$ cat src/hw/atw_pkg.sv
package atw_pkg;

   // ----------------------------------------------------------------
   // Register offsets
   // ----------------------------------------------------------------
   localparam logic [7:0] OFS_CONTROL    = 8'h00;
   localparam logic [7:0] OFS_COUNTER    = 8'h04;
   localparam logic [7:0] OFS_STATUS     = 8'h08;
   localparam logic [7:0] OFS_STAT_CLR   = 8'h0c;
   localparam logic [7:0] OFS_IRQ_EN     = 8'h10;
   localparam logic [7:0] OFS_IRQ_DIS    = 8'h14;
   localparam logic [7:0] OFS_IRQ_MASK   = 8'h18;
   localparam logic [7:0] OFS_WAKE_EN    = 8'h1c;
   localparam logic [7:0] OFS_ALARM0     = 8'h20;
   localparam logic [7:0] OFS_ALARM1     = 8'h24;
   localparam logic [7:0] OFS_PER0       = 8'h30;
   localparam logic [7:0] OFS_PER1       = 8'h34;
   localparam logic [7:0] OFS_CLK_CTRL   = 8'h40;
   localparam logic [7:0] OFS_TUNER      = 8'h44;
   localparam logic [7:0] OFS_EVT_EN     = 8'h48;
   localparam logic [7:0] OFS_EVT_DIS    = 8'h4c;
   localparam logic [7:0] OFS_EVT_MASK   = 8'h50;
   localparam logic [7:0] OFS_CALENDAR   = 8'h54;
   localparam logic [7:0] OFS_PARAM      = 8'hf0;
   localparam logic [7:0] OFS_VERSION    = 8'hfc;
   localparam logic [7:0] OFS_SLEEP_CTRL = 8'h60;

   // ----------------------------------------------------------------
   // Field positions
   // ----------------------------------------------------------------
   localparam int CR_EN    = 0;
   localparam int CR_PRESCALER_CLEAR  = 1;
   localparam int CR_CAL   = 2;
   localparam int CR_CA0   = 8;
   localparam int CR_PSEL  = 16;
   localparam int SR_OVF   = 0;
   localparam int SR_ALM0  = 8;
   localparam int SR_PER0  = 16;
   localparam int SR_BUSY  = 24;
   localparam int SR_READY = 25;
   localparam int DT_EXP   = 0;
   localparam int DT_ADD   = 5;
   localparam int DT_VAL   = 8;
   localparam int SL_SHUT  = 0;

   // ----------------------------------------------------------------
   // Reset values, masks and counts
   // ----------------------------------------------------------------
   localparam logic [31:0] RST_ZERO   = 32'h0000_0000;
   localparam logic [31:0] CR_MASK    = 32'h001f_0307;
   localparam logic [31:0] EVT_MASK   = 32'h0003_0301;
   localparam logic [31:0] IRQ_MASK   = 32'h2203_0301;
   localparam logic [31:0] COUNT_TOP  = 32'hffff_ffff;
   localparam logic [2:0]  SYNC_COUNT = 3'h3;

   typedef struct packed {
      logic       ovf;
      logic [1:0] per;
      logic [1:0] alarm;
   } atw_evt_t;

   typedef struct packed {
      logic [7:0]  address;
      logic        read;
      logic        write;
      logic [31:0] writedata;
      logic [3:0]  byteenable;
   } atw_req_t;

endpackage

$ cat src/hw/atw_tuner.sv
`timescale 1ns/1ps
// Tuner: turns the prescaler clock-enable into a tuned enable by
// dropping (add=0) or inserting (add=1) one tick per period of
// ceil(256/value)*2^exp ticks.
module atw_tuner
   import atw_pkg::*;
(
   input  wire logic       clk,
   input  wire logic       resetn,
   input  wire logic       tick_in,
   input  wire logic       add,
   input  wire logic [4:0] exponent,
   input  wire logic [7:0] value,
   output logic            tick_out
);
   logic [8:0]  steps;
   logic [40:0] period;
   logic [40:0] cnt_r;
   logic        extra_r;

   always_comb begin
      steps  = (value == 8'h00) ? 9'h001 :
               9'((16'd256 + 16'(value) - 16'd1) / 16'(value));
      period = 41'(steps) << exponent;
   end

   always_ff @(posedge clk) begin
      if (!resetn) begin
         cnt_r   <= 41'h0;
         extra_r <= 1'b0;
      end else begin
         extra_r <= 1'b0;
         if (tick_in && value != 8'h00) begin
            if (cnt_r + 41'h1 >= period) begin
               cnt_r   <= 41'h0;
               extra_r <= add;
            end else begin
               cnt_r <= cnt_r + 41'h1;
            end
         end
      end
   end

   always_comb begin
      tick_out = tick_in;
      if (value != 8'h00) begin
         if (!add && tick_in && cnt_r + 41'h1 >= period) begin
            tick_out = 1'b0;
         end else if (extra_r && !tick_in) begin
            tick_out = 1'b1;
         end
      end
   end
endmodule // atw_tuner

$ cat src/hw/atw_sync.sv
`timescale 1ns/1ps
// Two-flop synchroniser for a level input.
module atw_sync (
   input  wire logic clk,
   input  wire logic resetn,
   input  wire logic d,
   output logic      q
);
   logic meta_r;

   always_ff @(posedge clk) begin
      if (!resetn) begin
         meta_r <= 1'b0;
         q      <= 1'b0;
      end else begin
         meta_r <= d;
         q      <= meta_r;
      end
   end
endmodule // atw_sync

$ cat src/hw/atw_timer.sv
// The Avalon-MM register port was decided locally.
`timescale 1ns/1ps
// Notes on behaviour
// - Periodic flag n sets when its chosen prescaler bit rises, timer on.
// - Periodic rate is source rate over two to interval_select plus one.
// - Alarm flag n sets when the running counter equals alarm value n.
// - Clear-on-alarm zeroes the counter and sets the overflow flag.
// - Five event outputs fire under the same conditions as their flags.
// - Events gated by event mask; enable sets, disable clears, zeros idle.
// - Wake-enable bits route overflow, alarm, periodic to wake output.
// - Wake stays until status-clear; meanwhile sleep requests end at once.
// - These wake sources also wake the system from shutdown.
// - Shutdown wakeup keeps all control registers but clears the mask.
// - After shutdown wakeup counter is live and status flags are kept.
// - Tuner direction zero slows the prescaler by the drop formula.
// - Tuner direction one speeds the prescaler by the insert formula.
// - Tuner value zero disables tuning; exponent must be above zero.
// - Synchronised writes set busy; busy drops writes except irq enable/disable; synced reads, bar status and event mask, give zero.
// - Synchronisation also applies with the prescaler on the bus clock.
// - Writing one to status-clear clears that flag and its request.
// - Mask bits set by irq enable writes, cleared by irq disable writes.
// - Prescaler clear bit resets the prescaler and always reads zero.
// - Counter mode wraps from all ones to zero and sets overflow.
module atw_timer
   import atw_pkg::*;
#(
   parameter logic [31:0] PARAM_VALUE   = 32'h0000_0000, // arbitrary value
   parameter logic [31:0] VERSION_VALUE = 32'h0000_0100  // arbitrary value
) (
   input  wire logic        clk,
   input  wire logic        resetn,
   input  wire logic        prsc_tick,
   input  wire logic        shutdown_wake,
   input  wire logic        sleep_req,
   input  wire logic [7:0]  avs_address,
   input  wire logic        avs_read,
   input  wire logic        avs_write,
   input  wire logic [31:0] avs_writedata,
   input  wire logic [3:0]  avs_byteenable,
   output logic [31:0]      avs_readdata,
   output logic             avs_waitrequest,
   output logic [4:0]       irq,
   output atw_evt_t         evt,
   output logic             wake,
   output logic             sleep_abort
);
   // ----------------------------------------------------------------
   // Registers
   // ----------------------------------------------------------------
   logic [31:0] ctrl_r, cnt_r, wake_en_r, clk_ctrl_r, tuner_r, cal_r;
   logic [31:0] alarm_r [2];
   logic [4:0]  interval_select_r [2];
   logic [31:0] imr_r, evm_r, sr_r, wake_flag_r;
   logic [31:0] prsc_r;
   logic [2:0]  busy_cnt_r;
   logic        ack_r;
   logic [31:0] rdata_r;
   logic [31:0] wmask;
   logic        tick_s, shut_s, tuned_tick, busy;
   logic        wr_ok, rd_go, wr_go;
   logic [31:0] prsc_nxt, cnt_nxt;
   logic [31:0] set_flags, clr_flags;
   logic [1:0]  per_hit, alm_hit;
   logic        ovf_hit, shut_d_r;
   atw_req_t    req;

   assign req = '{avs_address, avs_read, avs_write, avs_writedata,
                  avs_byteenable};

   atw_sync u_sync_tick (
      .clk   (clk),
      .resetn(resetn),
      .d     (prsc_tick),
      .q     (tick_s)
   );

   atw_sync u_sync_shut (
      .clk   (clk),
      .resetn(resetn),
      .d     (shutdown_wake),
      .q     (shut_s)
   );

   atw_tuner u_tuner (
      .clk     (clk),
      .resetn  (resetn),
      .tick_in (tick_s & ctrl_r[CR_EN]),
      .add     (tuner_r[DT_ADD]),
      .exponent(tuner_r[DT_EXP +: 5]),
      .value   (tuner_r[DT_VAL +: 8]),
      .tick_out(tuned_tick)
   );

   // ----------------------------------------------------------------
   // Bus decode
   // ----------------------------------------------------------------
   always_comb begin
      for (int b = 0; b < 4; b++) begin
         wmask[b*8 +: 8] = {8{req.byteenable[b]}};
      end
   end

   assign busy  = (busy_cnt_r != 3'h0);
   assign rd_go = req.read && !ack_r;
   assign wr_go = req.write && !ack_r;
   assign wr_ok = wr_go && !busy;

   always_ff @(posedge clk) begin
      if (!resetn) begin
         ack_r <= 1'b0;
      end else begin
         ack_r <= (req.read || req.write) && !ack_r;
      end
   end

   always_ff @(posedge clk) begin
      if (!resetn) begin
         avs_waitrequest <= 1'b1;
      end else begin
         avs_waitrequest <= !((req.read || req.write) && !ack_r);
      end
   end

   // Synchronised registers hold busy for a fixed count of clocks.
   always_ff @(posedge clk) begin
      if (!resetn) begin
         busy_cnt_r <= 3'h0;
      end else if (wr_ok && (req.address inside {OFS_CONTROL, OFS_COUNTER,
                   OFS_STAT_CLR, OFS_WAKE_EN, OFS_EVT_EN, OFS_EVT_DIS,
                   OFS_ALARM0, OFS_ALARM1, OFS_PER0, OFS_PER1,
                   OFS_TUNER})) begin
         busy_cnt_r <= SYNC_COUNT;
      end else if (busy) begin
         busy_cnt_r <= busy_cnt_r - 3'h1;
      end
   end

   // ----------------------------------------------------------------
   // Control registers
   // ----------------------------------------------------------------
   always_ff @(posedge clk) begin
      if (!resetn) begin
         ctrl_r     <= RST_ZERO;
         wake_en_r  <= RST_ZERO;
         clk_ctrl_r <= RST_ZERO;
         tuner_r    <= RST_ZERO;
         cal_r      <= RST_ZERO;
         alarm_r[0] <= RST_ZERO;
         alarm_r[1] <= RST_ZERO;
         interval_select_r[0] <= 5'h00;
         interval_select_r[1] <= 5'h00;
      end else begin
         ctrl_r[CR_PRESCALER_CLEAR] <= 1'b0;
         if (wr_ok) begin
            unique case (req.address)
               OFS_CONTROL:
                  ctrl_r <= req.writedata & wmask & CR_MASK;
               OFS_WAKE_EN:
                  wake_en_r <= req.writedata & wmask & EVT_MASK;
               OFS_CLK_CTRL: clk_ctrl_r <= req.writedata & wmask;
               OFS_TUNER:    tuner_r    <= req.writedata & wmask;
               OFS_CALENDAR: cal_r      <= req.writedata & wmask;
               OFS_ALARM0:   alarm_r[0] <= req.writedata & wmask;
               OFS_ALARM1:   alarm_r[1] <= req.writedata & wmask;
               OFS_PER0:     interval_select_r[0] <= req.writedata[4:0];
               OFS_PER1:     interval_select_r[1] <= req.writedata[4:0];
               default: ;
            endcase
         end
      end
   end

   // Masks: the interrupt mask clears on shutdown wakeup, others keep.
   always_ff @(posedge clk) begin
      if (!resetn) begin
         imr_r <= RST_ZERO;
      end else if (shut_s && !shut_d_r) begin
         imr_r <= RST_ZERO;
      end else if (wr_go && req.address == OFS_IRQ_EN) begin
         imr_r <= imr_r | (req.writedata & IRQ_MASK);
      end else if (wr_go && req.address == OFS_IRQ_DIS) begin
         imr_r <= imr_r & ~req.writedata;
      end
   end

   always_ff @(posedge clk) begin
      if (!resetn) begin
         evm_r <= RST_ZERO;
      end else if (wr_ok && req.address == OFS_EVT_EN) begin
         evm_r <= evm_r | (req.writedata & EVT_MASK);
      end else if (wr_ok && req.address == OFS_EVT_DIS) begin
         evm_r <= evm_r & ~req.writedata;
      end
   end

   always_ff @(posedge clk) begin
      if (!resetn) begin
         shut_d_r <= 1'b0;
      end else begin
         shut_d_r <= shut_s;
      end
   end

   // ----------------------------------------------------------------
   // Prescaler and counter
   // ----------------------------------------------------------------
   always_comb begin
      prsc_nxt = prsc_r + {31'h0, tuned_tick};
      if (ctrl_r[CR_PRESCALER_CLEAR]) begin
         prsc_nxt = RST_ZERO;
      end
   end

   always_ff @(posedge clk) begin
      if (!resetn) begin
         prsc_r <= RST_ZERO;
      end else begin
         prsc_r <= prsc_nxt;
      end
   end

   // Taps rise on a 0-to-1 step of the selected prescaler bit.
   logic cnt_rise;
   assign cnt_rise = ctrl_r[CR_EN] && !prsc_r[ctrl_r[CR_PSEL +: 5]] &&
                     prsc_nxt[ctrl_r[CR_PSEL +: 5]];

   generate
      for (genvar n = 0; n < 2; n++) begin : g_chan
         assign per_hit[n] = ctrl_r[CR_EN] && !prsc_r[interval_select_r[n]] &&
                             prsc_nxt[interval_select_r[n]];
         assign alm_hit[n] = ctrl_r[CR_EN] && cnt_rise &&
                             cnt_r == alarm_r[n];
      end
   endgenerate

   always_comb begin
      cnt_nxt = cnt_r;
      ovf_hit = 1'b0;
      if (cnt_rise) begin
         if ((alm_hit[0] && ctrl_r[CR_CA0]) ||
             (alm_hit[1] && ctrl_r[CR_CA0 + 1])) begin
            cnt_nxt = RST_ZERO;
            ovf_hit = 1'b1;
         end else begin
            cnt_nxt = cnt_r + 32'h1;
            ovf_hit = (cnt_r == COUNT_TOP);
         end
      end
      if (wr_ok && req.address == OFS_COUNTER) begin
         cnt_nxt = req.writedata;
      end
   end

   always_ff @(posedge clk) begin
      if (!resetn) begin
         cnt_r <= RST_ZERO;
      end else begin
         cnt_r <= cnt_nxt;
      end
   end

   // ----------------------------------------------------------------
   // Status, wake, events and interrupts
   // ----------------------------------------------------------------
   always_comb begin
      set_flags = RST_ZERO;
      set_flags[SR_OVF]        = ovf_hit;
      set_flags[SR_ALM0 +: 2]  = alm_hit;
      set_flags[SR_PER0 +: 2]  = per_hit;
      clr_flags = RST_ZERO;
      if (wr_ok && req.address == OFS_STAT_CLR) begin
         clr_flags = req.writedata;
      end
   end

   // Flags survive shutdown wakeup; a set in the clear cycle wins.
   always_ff @(posedge clk) begin
      if (!resetn) begin
         sr_r <= RST_ZERO;
      end else begin
         sr_r <= (sr_r & ~clr_flags) | set_flags;
         sr_r[SR_BUSY]  <= busy;
         sr_r[SR_READY] <= (sr_r[SR_READY] & ~clr_flags[SR_READY]) |
                           (sr_r[SR_BUSY] & ~busy);
      end
   end

   always_ff @(posedge clk) begin
      if (!resetn) begin
         wake_flag_r <= RST_ZERO;
      end else begin
         wake_flag_r <= (wake_flag_r & ~clr_flags) |
                        (set_flags & wake_en_r);
      end
   end

   always_ff @(posedge clk) begin
      if (!resetn) begin
         wake        <= 1'b0;
         sleep_abort <= 1'b0;
      end else begin
         wake        <= |wake_flag_r;
         sleep_abort <= sleep_req && (|wake_flag_r);
      end
   end

   always_ff @(posedge clk) begin
      if (!resetn) begin
         evt <= '0;
      end else begin
         evt.ovf   <= ovf_hit & evm_r[SR_OVF];
         evt.alarm <= alm_hit & evm_r[SR_ALM0 +: 2];
         evt.per   <= per_hit & evm_r[SR_PER0 +: 2];
      end
   end

   always_ff @(posedge clk) begin
      if (!resetn) begin
         irq <= 5'h00;
      end else begin
         irq[0]   <= sr_r[SR_OVF] & imr_r[SR_OVF];
         irq[2:1] <= sr_r[SR_PER0 +: 2] & imr_r[SR_PER0 +: 2];
         irq[4:3] <= sr_r[SR_ALM0 +: 2] & imr_r[SR_ALM0 +: 2];
      end
   end

   // ----------------------------------------------------------------
   // Read data
   // ----------------------------------------------------------------
   always_ff @(posedge clk) begin
      if (!resetn) begin
         rdata_r <= RST_ZERO;
      end else if (rd_go) begin
         unique case (req.address)
            OFS_CONTROL:  rdata_r <= busy ? RST_ZERO : ctrl_r;
            OFS_COUNTER:  rdata_r <= busy ? RST_ZERO : cnt_r;
            OFS_STATUS:   rdata_r <= sr_r;
            OFS_IRQ_MASK: rdata_r <= imr_r;
            OFS_WAKE_EN:  rdata_r <= busy ? RST_ZERO : wake_en_r;
            OFS_ALARM0:   rdata_r <= busy ? RST_ZERO : alarm_r[0];
            OFS_ALARM1:   rdata_r <= busy ? RST_ZERO : alarm_r[1];
            OFS_PER0:     rdata_r <= busy ? RST_ZERO : {27'h0, interval_select_r[0]};
            OFS_PER1:     rdata_r <= busy ? RST_ZERO : {27'h0, interval_select_r[1]};
            OFS_CLK_CTRL: rdata_r <= clk_ctrl_r;
            OFS_TUNER:    rdata_r <= busy ? RST_ZERO : tuner_r;
            OFS_EVT_MASK: rdata_r <= evm_r;
            OFS_CALENDAR: rdata_r <= cal_r;
            OFS_PARAM:    rdata_r <= PARAM_VALUE;
            OFS_VERSION:  rdata_r <= VERSION_VALUE;
            default:      rdata_r <= RST_ZERO;
         endcase
      end
   end

   assign avs_readdata = rdata_r;
endmodule // atw_timer

$ cat config.mk
export PLATFORM = sky130hd
export DESIGN_NAME = atw_timer
export DESIGN_NICKNAME = d
export VERILOG_FILES = /design/src/hw/atw_pkg.sv /design/src/hw/atw_tuner.sv /design/src/hw/atw_sync.sv /design/src/hw/atw_timer.sv
export SDC_FILE = /design/constraint.sdc
export NUM_CORES = 1
export LEC_CHECK = 0
export BUFFER_PORTS_ARGS = -buffer_cell sky130_fd_sc_hd__buf_2
export CAP_MARGIN = 10
export CORE_MARGIN = 5
export CORE_UTILIZATION = 35
export CTS_CLUSTER_DIAMETER = 150
export CTS_CLUSTER_SIZE = 40
export DETAILED_ROUTE_END_ITERATION = 6
export GPL_TIMING_DRIVEN = 0
export REMOVE_ABC_BUFFERS = 1
export SLEW_MARGIN = 5
export SYNTH_ARGS = -nofsm -noshare
export SYNTH_HDL_FRONTEND = slang
export SYNTH_SLANG_ARGS = --single-unit
$ cat constraint.sdc
create_clock -name clk -period 50.9 [get_ports clk]
set_clock_uncertainty 0.2 [all_clocks]
set_input_delay 5.09 -clock clk [delete_from_list [all_inputs] [get_ports clk]]
set_output_delay 5.09 -clock clk [all_outputs]
set_load 0.01 [all_outputs]
-- Yosys cells after proc, flatten, opt, wreduce, memory -nomap -nowiden
Memories as Yosys holds them, arrays and structs flattened.
Cells that the tools add are included.
- memory bits (writable): 74
- memories: 2
- register bits: 399
- bits in latches: 0
- output and inout port bits: 45
- word-level logic and storage cells: 212
- bits in read-only memories: 0
- mux-type cells: 60
- $add $sub $neg: 6
- equal/unequal tests: 21
- bitwise operators: 29
- reduce and logical (&&, ||, !) cells: 58
- order comparisons: 4
- shifts and indexed selects: 1
- divide/modulo/power cells: 1
- $mul: 0
- memories (memory ; depth ; bits a word ; rd ports ; clocked after memory_dff ; wr ports ; line ; source):
    alarm_r ; 2 ; 32 ; 2 ; 0 ; 2 ; atw_timer.sv:51 ; logic [31:0] alarm_r [2];
    interval_select_r ; 2 ; 5 ; 2 ; 0 ; 2 ; atw_timer.sv:52 ; logic [4:0] interval_select_r [2];
- operators by type and width (kind ; number):
    two-way mux 32 bit ; 15
    one-hot mux 32 bit (14 select lines) ; 1
    bitwise AND 32 bit ; 5
    bitwise OR 32 x 18 -> 32 bit ; 3
    == test 32 bit ; 2
    inverter 32 bit ; 2
    == test 8 x 7 -> 1 bit (second input constant) ; 6
    adder 41 x 1 -> 41 bit (second input constant) ; 1
    greater-or-equal comparator 41 bit ; 1
    two-way mux 41 bit ; 1
    << shifter 9 x 5 -> 41 bit ; 1
    adder 32 x 1 -> 32 bit ; 1
    adder 32 x 1 -> 32 bit (second input constant) ; 1
    == test 32 bit (second input constant) ; 1
    == test 8 x 5 -> 1 bit (second input constant) ; 4
    == test 8 x 6 -> 1 bit (second input constant) ; 4
    bitwise OR 32 x 30 -> 32 bit ; 1
    OR reduction 32 bit ; 1
    binary-select mux 1 bit (select 5 bit) ; 6
    logical AND 1 bit ; 28
    two-way mux 1 bit ; 28
    two-way mux 21 bit ; 1
    two-way mux 5 bit ; 4
    bitwise AND 18 bit ; 1
    25 further kinds ; 61

-- Logic depth before layout (Yosys ltp)
Gate-level depths: netlist of the first run.
- word-level depth: 22
- mapped depth: 204
- mapped depth without buffers: 189

-- By module
Synthesis of the first run repeated with hierarchy kept, for this count alone.
- cell total of the unflattened synthesis: 3802
- area total of the unflattened synthesis: 30565.6 µm²
- by module, submodules not included (module ; cells each ; area each (µm²) ; seq. area each (µm²) ; instances):
    atw_timer ; 2397 ; 20303.2 ; 9288.9 ; 1
    atw_tuner ; 1397 ; 10157.2 ; 840.8 ; 1
    atw_sync ; 4 ; 52.6 ; 40.0 ; 2

-- Worst setup path after synthesis of the first run
OpenSTA, ideal clock, no wires.
- path type: register to register
- start: register tuner_r[14]
- end: register cnt_r[4]
- cell stages (with the launch flop): 191
- setup time: 70 ps
- data required time: 50630 ps
- arrival time: 37348 ps
- path slack: 13282 ps
- cell sequence: dfxtp_1 buf_4 or4_1 buf_2 nor3_1 nand2_1 clkbuf_1 nor2_1 ha_1 nor4b_1 nor4b_1 ha_1 o31a_1 o211a_1 ha_1 or3_1 o22a_1 mux2i_1 [155 not listed] nand3_1 nor3_1 nand2_1 xor2_1 nor2_1 mux4_2 mux2_2 a31oi_1 a211oi_1 and3_1 a22oi_1 inv_1 nor2_1 nand2_1 clkbuf_1 nor3b_1 a21oi_1 a21oi_1
- cells in the longest elaborated chain, start to end: 21
- elaborated cells between the ends (all ways): 26
- ends and longest elaborated chain (what ; line ; source):
    start, declared ; atw_timer.sv:50 ; logic [31:0] ctrl_r, cnt_r, wake_en_r, clk_ctrl_r, tuner_r, cal_r;
    start signal, assigned ; atw_timer.sv:161 ; OFS_TUNER: tuner_r <= req.writedata & wmask;
    adder 9 x 8 -> 10 bit ; atw_tuner.sv:23 ; 9'((16'd256 + 16'(value) - 16'd1) / 16'(value));
    subtractor 16 x 1 -> 16 bit ; atw_tuner.sv:23 ;
    divider 16 x 8 -> 16 bit ; atw_tuner.sv:23 ;
    two-way mux 9 bit ; atw_tuner.sv:22 ; steps = (value == 8'h00) ? 9'h001 :
    << shifter 9 x 5 -> 41 bit ; atw_tuner.sv:24 ; period = 41'(steps) << exponent;
    greater-or-equal comparator 41 bit ; atw_tuner.sv:47 ; if (!add && tick_in && cnt_r + 41'h1 >= period) begin
    logical AND 1 bit ; atw_tuner.sv:47 ;
    two-way mux 1 bit ; atw_tuner.sv:47 ;
    [4 not listed] ; - ;
    two-way mux 1 bit (implied by the code) * ; atw_timer.sv:225 ; prsc_nxt[ctrl_r[CR_PSEL +: 5]];
    logical AND 1 bit * ; atw_timer.sv:224 ; assign cnt_rise = ctrl_r[CR_EN] && !prsc_r[ctrl_r[CR_PSEL +: 5]] &&
    logical AND 1 bit (2 in series) ; atw_timer.sv:231 ; assign alm_hit[n] = ctrl_r[CR_EN] && cnt_rise &&
    logical AND 1 bit (on tied branches) ; atw_timer.sv:240, atw_timer.sv:241 ;
    logical OR 1 bit ; atw_timer.sv:240 ; if ((alm_hit[0] && ctrl_r[CR_CA0]) ||
    two-way mux 32 bit ; atw_timer.sv:240 ;
    two-way mux 32 bit ; atw_timer.sv:239 ; if (cnt_rise) begin
    two-way mux 32 bit ; atw_timer.sv:249 ; if (wr_ok && req.address == OFS_COUNTER) begin
    end signal, assigned ; atw_timer.sv:258 ; cnt_r <= cnt_nxt;
    end, declared ; atw_timer.sv:50 ;
Mark *: on every way between the ends. The rest lies on a longest branch, timed or not. The select of a mux whose other input is x is not followed.
A chain may end at the register's enable or synchronous reset.

-- Worst setup path in the final report of the first run
- start: register tuner_r[15]
- end: register cnt_r[28]
Same word-level chain as after synthesis.

==> results.md, run 1 <==
Run status:
- The flow ran to the end, but the final reports show violations.
- The final reports fail on DRC.

Timing:
- In the finished design, the share of the clock period the worst path needs comes to 91.57%.
- The worst-case headroom to the max-slew limit is 23.20%.
- After routing, the total negative slack on setup checks comes to 0 ns.
- Setup violations remaining at the end of the flow were counted as 0.
- The number of failing hold endpoints at the final stage was 0.
- The worst-margin pin slew is 1.144 ns.
- The final critical-path required period is 46.61 ns.
- Setup repair after global routing left no endpoint under its margin.
- The maximum clock frequency is 21.46 MHz.
- The number of max-slew violations in the final report is 0.

Die:
- The number of rows created at floorplan is 107.
- The horizontal extent of the die is 302.2 µm.
- In this run the standard cell core region covers 85,010 µm².
- The initial utilization of the core area, before any placement, comes to 35.15%.
- The I/O pin total is 96.
- The floorplan step set the die height to 302.2 µm.
- The floorplan step defined a die boundary enclosing 91,320 µm².

Global route:
- In the global route stage, met1 resource usage came out at 27.42%.
- The total global routing track utilization is 20.15%.
- The layer flagged by global routing as most heavily used is met2.
- The number of antenna violations at the first check in global routing is 12.
- The met3 capacity usage during global routing is 2.211%.
- The number of global-route vias before repair is 25,880.
- In the global route stage, met2 resource usage came out at 34.15%.
- The first global-routing pass estimated 149,400 µm of wire.
- Entering global routing, the biggest net connects 128 pins.
- After global routing the overflow that remains totals 0.

Yosys:
- The flip-flop and latch count after synthesis is 473.
- The most frequent cell after synthesis is sky130_fd_sc_hd__nand2_1.
- The cell area after technology mapping is 29,880 µm².
- Of the post-synthesis cell area, the dominant cell type holds 26.73%.
- The post-synthesis sequential area ratio is 34.17%.
- Summed over all instances, the cell type with the most area after synthesis is sky130_fd_sc_hd__dfxtp_1.
- A synthesized cell averages 8.151 µm².
- Among all flip-flop cells after synthesis, the most frequent one is sky130_fd_sc_hd__dfxtp_1.
- Of all flip-flops after synthesis, the portion carrying an async set or reset was 0%.
- The synthesized netlist cell count is 3,666.
- The commonest cells after synthesis are sky130_fd_sc_hd__nand2_1 (418), sky130_fd_sc_hd__nor2_1 (408), sky130_fd_sc_hd__dfxtp_1 (399).
- Sorting the synthesized cells by area gives the leading types as sky130_fd_sc_hd__dfxtp_1 (27%), sky130_fd_sc_hd__edfxtp_1 (7.4%), sky130_fd_sc_hd__ha_1 (6.2%), sky130_fd_sc_hd__a21oi_1 (5.8%), sky130_fd_sc_hd__nand2_1 (5.3%).
- The netlist uses 108 different library cells.
- For this run, the number of Yosys warnings is 0.
- In this run, synthesis inferred 74 flip-flops with an integrated enable.

Clock tree:
- The maximum level of the CTS H-tree is 1.
- The number of clock buffers added by TritonCTS is 15.
- Gates resized during post-CTS repair numbered 0.
- The CTS tree is done.
- The post-CTS repair timing setup buffer count is 0.
- The clock latency at the later pin of the worst-skew pair is 0.57 ns.
- CTS saw 473 sinks.
- The number of hold-repair buffers added at the cts stage is 0.
- The tree is rooted in a sky130_fd_sc_hd__clkbuf_16.
- The clock-pin slew on the worst setup and hold paths is 0.15 ns.
- In this run the deepest clock path goes through 3 buffers.

Worst hold path:
- The path class of the tightest hold or removal check is flop to flop.

Drt:
- The final routed wire length divided by cell count is 20.20 µm.
- Before antenna repair, the detailed router went through 7 iterations.
- The number of vias per cell after detailed routing is 5.803.
- The residual antenna-violating net count after detailed routing is 0.
- Across all layers, the routed design uses 27,369 vias.
- The violation count after the first detailed-route iteration is 2,518.
- The remaining design rule violation count is 7.
- After detailed routing, the total wire length is 95,280 µm.

Critical path:
- The type of element capturing the critical path is a flop.
- By instance count, the cell type seen most on the critical path is sky130_fd_sc_hd__o21a_1.
- The data arrival time of the worst path is 46.91 ns.
- The worst setup path is launched from a flop.
- Of all nets on the critical path, the largest fanout is 43.
- For the worst setup path, the data required time is 51.20 ns.
- The setup path with the least slack is of type flop to flop.
- On the worst path, the slowest cell contributes a delay of 0.92 ns.
- Among all stages on the critical path, the largest delay is contributed by sky130_fd_sc_hd__a211oi_2.

Place:
- The placed wire-length estimate is 70,330 µm.
- The port buffer count is 95.
- The final weighted congestion in routability-driven placement is 0.8812.

Finish:
- Fill cells in the final layout number 8,745.
- The final net count is 3,757.
- The area growth from synthesis to layout is 7.403%.
- The proportion of layout cells with a drive suffix above 1 is 8.135%.

Job:
- The number of violations of the max-capacitance limit is 0.
-- worst paths after layout --
| kind | startpoint | to | slack, ns | cells past startpoint |
|---|---|---|---|---|
| max | tuner_r[15] | cnt_r[28] | 4.29 | 177 |
| min | evm_r[7] | evm_r[7] | 0.24 | 2 |
| max reg2reg | tuner_r[15] | cnt_r[28] | 4.29 | 177 |
| min reg2reg | evm_r[7] | evm_r[7] | 0.24 | 2 |
-- cell usage in the layout, fill, tap and decap left out, types with 33 or more instances in the layout --
cell type                  Yosys  layout
sky130_fd_sc_hd__nor2_1      408     396
sky130_fd_sc_hd__o21a_1       43      42
sky130_fd_sc_hd__nand3_1     127     125
sky130_fd_sc_hd__and3_1      124     124
sky130_fd_sc_hd__a22oi_1     109     109
sky130_fd_sc_hd__nand2_1     418     411
sky130_fd_sc_hd__a221oi_1     38      38
sky130_fd_sc_hd__o211ai_1     37      37
sky130_fd_sc_hd__dfxtp_1     399     397
sky130_fd_sc_hd__nand4_1      61      61
sky130_fd_sc_hd__xor2_1       50      50
sky130_fd_sc_hd__ha_1        149     149
sky130_fd_sc_hd__o21ai_0     129     129
sky130_fd_sc_hd__edfxtp_1     74      74
sky130_fd_sc_hd__xnor2_1     149     149
sky130_fd_sc_hd__a222oi_1     33      33
sky130_fd_sc_hd__buf_2         5      94
sky130_fd_sc_hd__nor3_1       84      78
sky130_fd_sc_hd__a21oi_1     346     346
sky130_fd_sc_hd__inv_1        56      56
-- cell type report --
| class | count | area (µm²) | share of cell area, % |
|---|---|---|---|
| antenna | 7 | 17.52 | 0.05458 |
| clock buffer | 22 | 401.6 | 1.252 |
| clock inverter | 3 | 20.02 | 0.06238 |
| inverter | 59 | 229.0 | 0.7135 |
| multi-input combinational | 2873 | 18560 | 57.82 |
| sequential | 473 | 10210 | 31.82 |
| tap | 1144 | 1431 | 4.460 |
| timing repair buffer | 135 | 1224 | 3.813 |
-- metrics by stage --
step	std cells	setup WS, ns	util [%]	cell area [µm²]	hold WS [ns]
after floorplan	3405	12.63	-	28800	0.2114
after global placement	4644	1.433	36.12	30710	0.2138
after detailed placement	4683	3.673	37.22	31640	0.2209
after CTS	4708	3.527	37.72	32060	0.2413
after global routing	4710	0.7635	37.73	32080	0.2505
final	4716	4.291	37.75	32090	0.2396
-- logic make-up after synthesis --
kind of cell	count (synthesis)	share of synthesized area, %
and+or+nand+nor	1440	22.80
AOI/OAI and AO/OA	1001	22.48
DFF	473	34.17
buffers and inverters	325	4.405
xor gates and xnor gates	199	5.833
adders and majority gates	150	6.273
muxes	77	4.020
other	1	0.01255
-- state kept, by name (all words and copies together), names as in the netlist, 25 cells and up, named ones only --
signal,flops
sr_r,32
evm_r,27
avs_readdata,32
cal_r,32
clk_ctrl_r,32
alarm_r,64
wake_flag_r,32
imr_r,25
u_tuner.cnt_r,41
prsc_r,32
tuner_r,32
cnt_r,32
-- critical path: cells and delay by family (launching register included) --
family	cells	cell delay (ns)
and+or+nand+nor	58	13.80
buffers and inverters	6	1.57
adders and majority gates	17	5.12
DFF	1	0.54
AOI/OAI and AO/OA	88	22.49
xor gates and xnor gates	2	0.35
muxes	6	2.38
-- routing by layer --
| layer | wire length, µm | part of all wire, % |
|---|---|---|
| met1 | 42560 | 45 |
| met2 | 44720 | 47 |
| met3 | 5369 | 5.6 |
| met4 | 2593 | 2.7 |
| met5 | 26 | 0.027 |
Power of run 1 is not shown: default switching activity piles up to over one toggle a cycle in this logic, so the estimate is an artifact.
==> run 2: changes to the inputs <==
Settings changed: ABC_AREA from default to 1.
==> run 2 against run 1 <==
Compared with the run above: the run now ends clean; cell area is 0.95% higher; area after synthesis increased by 0.65%; via count increased by 6.2%; sequential share of layout area fell by 0.30 points; critical path type unchanged; die area rose by 0.63%; non-clock buffer count decreased by 17.
==> results.md, run 2 <==
Global route:
- The first global-routing pass estimated 153,600 µm of wire.
- The number of global-route vias before repair is 26,744.
- The remaining global-route overflow is 0.
- The number of antenna violations at the first check in global routing is 10.
- Across every metal layer, demand over resource in global routing totals 20.96%.
- The largest net degree at the start of global routing is 117.

Drt:
- Summed over all layers, the routed wires come to 100,300 µm.
- After detailed routing, the number of remaining DRC violations is 0.
- Detailed routing inserted a total of 29,055 vias.
- The number of vias per cell after detailed routing is 5.342.
- The first TritonRoute pass finished after 6 iterations.
- In this run, the number of DRC markers left after iteration 0 of detailed routing was 2,434.
- Dividing the detail-routed wire length by the instance count gives 18.44 µm.
- The residual antenna-violating net count after detailed routing is 0.

Die:
- The floorplan step defined a die boundary enclosing 91,890 µm².
- The I/O pin total is 96.
- The height of the die is 303.1 µm.
- For this configuration, the core starts out at a cell density of 35.27%.
- The area of the core is 85,280 µm².
- After floorplanning, the core was divided into 107 placement rows.
- From left edge to right edge, the die measures 303.1 µm.

Critical path:
- The worst setup path is captured at a flop.
- Tracing the worst setup path back leads to its startpoint at tuner_r[8].
- The worst setup path is launched from a flop.
- The top fanout value on the critical path is 17.
- In this run the worst setup path terminates at cnt_r[6].
- Data arrives at the worst endpoint at 38.07 ns.
- The worst-path cell with the longest stage delay is sky130_fd_sc_hd__nor2_1.
- At the worst endpoint, the required time is 51.22 ns.
- The endpoint identified for the worst register-to-register timing path is cnt_r[6].
- The most numerous cell type found on the critical path is sky130_fd_sc_hd__nand2_1.
- The maximum single-stage delay on the critical path is 0.77 ns.
- Setup slack on the worst reg-to-reg path comes out at 13.15 ns.
- The startpoint of the worst register-to-register path is tuner_r[8].
- The number of cells traversed by the worst register-to-register path is 245.
- The worst setup path is of the flop to flop kind.

Yosys:
- Yosys attributes the largest share of cell area to sky130_fd_sc_hd__dfxtp_1 (27%), sky130_fd_sc_hd__nand2_1 (12%), sky130_fd_sc_hd__edfxtp_1 (7.4%), sky130_fd_sc_hd__inv_1 (6.7%), sky130_fd_sc_hd__ha_1 (6.2%).
- Yosys mapped a number of flops with a built-in enable equal to 74.
- The synthesized area per cell is 6.930 µm².
- The main flop type after synthesis is sky130_fd_sc_hd__dfxtp_1.
- For this run, the register share of the synthesized area comes to 33.95%.
- The library cell occupying the most area in the post-synthesis netlist is sky130_fd_sc_hd__dfxtp_1.
- By instance count, the leading cell after synthesis is sky130_fd_sc_hd__nand2_1.
- After synthesis, the largest area contributor takes up 26.56% of total cell area.
- The synthesized netlist occupies a cell area of 30,080 µm².
- In this run, synthesis produced a sequential element count of 473.
- The warning count from the yosys run is 0.
- After synthesis, the share of flip-flops with an asynchronous set or reset is 0%.
- Counting instances in the post-synthesis netlist gives the leading cell types as sky130_fd_sc_hd__nand2_1 (936), sky130_fd_sc_hd__inv_1 (535), sky130_fd_sc_hd__dfxtp_1 (399).
- Synthesis instantiated 66 different standard cells from the library.
- The cell count after synthesis came out at 4,340.

Finish:
- The largest registers in the layout are alarm_r (64), u_tuner.cnt_r (41).
- The most common library cell in the layout ignoring fill and taps is sky130_fd_sc_hd__nand2_1.
- The top cell types in the final layout, fill and taps aside, are sky130_fd_sc_hd__nand2_1 (934), sky130_fd_sc_hd__inv_1 (531), sky130_fd_sc_hd__dfxtp_1 (398), sky130_fd_sc_hd__a21oi_1 (369), sky130_fd_sc_hd__o21ai_0 (323).
- The filler cells instantiated in the layout total 9,092.
- In the final layout, the share of cells above drive strength 1 is 6.365%.
- The register with the most flip-flops in the final layout is alarm_r.
- The register with the most flip-flops in the layout has 64 of them.
- The final net count is 4,479.
- The relative area change from synthesis to final layout is 7.717%.

Timing:
- Measured against its own limit, the worst slew margin works out to 12.66%.
- The final critical-path required period is 37.75 ns.
- The maximum clock frequency is 26.49 MHz.
- Setup violations remaining at the end of the flow were counted as 0.
- Setup repair after global routing left no endpoint under its margin.
- The number of max-slew violations in the final report is 0.
- Summed over all failing endpoints, the final setup total negative slack is 0 ns.
- At the pin with the least slew margin, the transition time is 1.302 ns.
- The number of failing hold endpoints at the final stage was 0.
- The final cycle utilization of the critical path is 74.17%.

Clock tree:
- The buffer depth of the longest clock path is 3.
- After clock tree synthesis, the setup repair step added 0 buffers.
- The clock-pin slew on the worst setup and hold paths is 0.15 ns.
- The number of clock buffers added by TritonCTS is 16.
- The number of hold-repair buffers added at the cts stage is 0.
- The clock sink count is 473.
- In this run the number of H-tree levels came out at 1.
- The count of instances resized after the clock tree is built is 0.
- The CTS tree is done.
- The clock latency at the later pin of the worst-skew pair is 0.59 ns.
- The root buffer cell chosen for the clock tree is sky130_fd_sc_hd__clkbuf_16.

Place:
- The final weighted congestion in routability-driven placement is 0.9182.
- The port buffer count is 95.
- The wire-length estimate of the detail-placed layout is 73,410 µm.

Worst hold path:
- The path category of the worst min-delay check is flop to flop.

Run status:
- The run finished with clean final reports.

Job:
- Max-cap violations in this run came to 0.
run 2: cell types whose count changed after synthesis, moves of 36 or more:
cell and change:
sky130_fd_sc_hd__nand2_1 +518, sky130_fd_sc_hd__and3_1 -122, sky130_fd_sc_hd__o21a_1 -36, sky130_fd_sc_hd__clkbuf_1 -51, sky130_fd_sc_hd__xor2_1 +65, sky130_fd_sc_hd__a22oi_1 -108, sky130_fd_sc_hd__nor2_1 -114, sky130_fd_sc_hd__inv_1 +479
sky130_fd_sc_hd__nand3_1 +171, sky130_fd_sc_hd__o21ai_0 +196, sky130_fd_sc_hd__xnor2_1 -114
run 2: stage by stage:
step	instance area [µm²]	hold slack, ns	utilization (%)	instances	setup slack [ns]
4_1_cts	32310	0.2354	37.89	5430	13.11
2_1_floorplan	29300	0.1900	-	4143	19.60
3_3_place_gp	31210	0.2006	36.59	5382	11.23
6_report	32400	0.2303	37.99	5439	13.15
5_1_grt	32390	0.2499	37.98	5436	9.010
3_5_place_dp	31810	0.2067	37.30	5402	13.32
run 2: worst min-delay path by stage:
stage / start / to / slack (ns) / depth (start not counted)
2_1_floorplan: u_sync_shut.meta_r / u_sync_shut.q / 0.19 / 2
3_3_place_gp: u_sync_shut.meta_r / u_sync_shut.q / 0.20 / 2
3_5_place_dp: u_sync_shut.meta_r / u_sync_shut.q / 0.21 / 2
4_1_cts: u_sync_shut.meta_r / u_sync_shut.q / 0.24 / 2
5_1_grt: u_sync_shut.meta_r / u_sync_shut.q / 0.25 / 2
6_report: u_sync_shut.meta_r / u_sync_shut.q / 0.23 / 2
run 2: final cells by class:
type / count / area (µm²) / share of cell area [%]
Antenna cell: 6 / 15.01 / 0.04635
Multi-Input combinational cell: 3102 / 17070 / 52.70
Clock buffer: 24 / 451.7 / 1.394
Timing Repair Buffer: 118 / 1017 / 3.140
Tap cell: 1144 / 1431 / 4.418
Inverter: 568 / 2143 / 6.616
Sequential cell: 473 / 10210 / 31.52
Clock inverter: 4 / 52.55 / 0.1622
run 2: cells by family (layout without fill, tap and decap cells):
logic type / Yosys count / in the layout / share of synthesized area (%)
xor gates and xnor gates: 150 / 150 / 4.368
AOI/OAI and AO/OA: 997 / 997 / 19.28
DFF: 473 / 473 / 33.95
buffers and inverters: 770 / 714 / 9.739
other: 1 / 12 / 0.01247
and+or+nand+nor: 1798 / 1798 / 26.39
adders and majority gates: 149 / 149 / 6.199
muxes: 2 / 2 / 0.06657
run 2: critical path: cells and delay by family, from the launching register on:
family	cells	cell delay, ns
multiplexers	1	0.16
adder cells (fa/ha/maj)	18	5.57
buffers and inverters	38	5.09
AND/OR/NAND/NOR	120	15.37
flip-flops	1	0.46
AO/OA/AOI/OAI	68	10.76
run 2: layer usage:
metal  GRT usage, %  vias up  part of all wire [%]  wire [µm]
met3          2.854      173                   6.4       6388
met1          27.23    13554                    43      43460
li1               -    14445                     -          -
met4          7.704        4                   4.0       4007
met2          35.68      879                    46      46420
met5              0        -                 0.018         18
Power of run 2 is left out for the same reason.
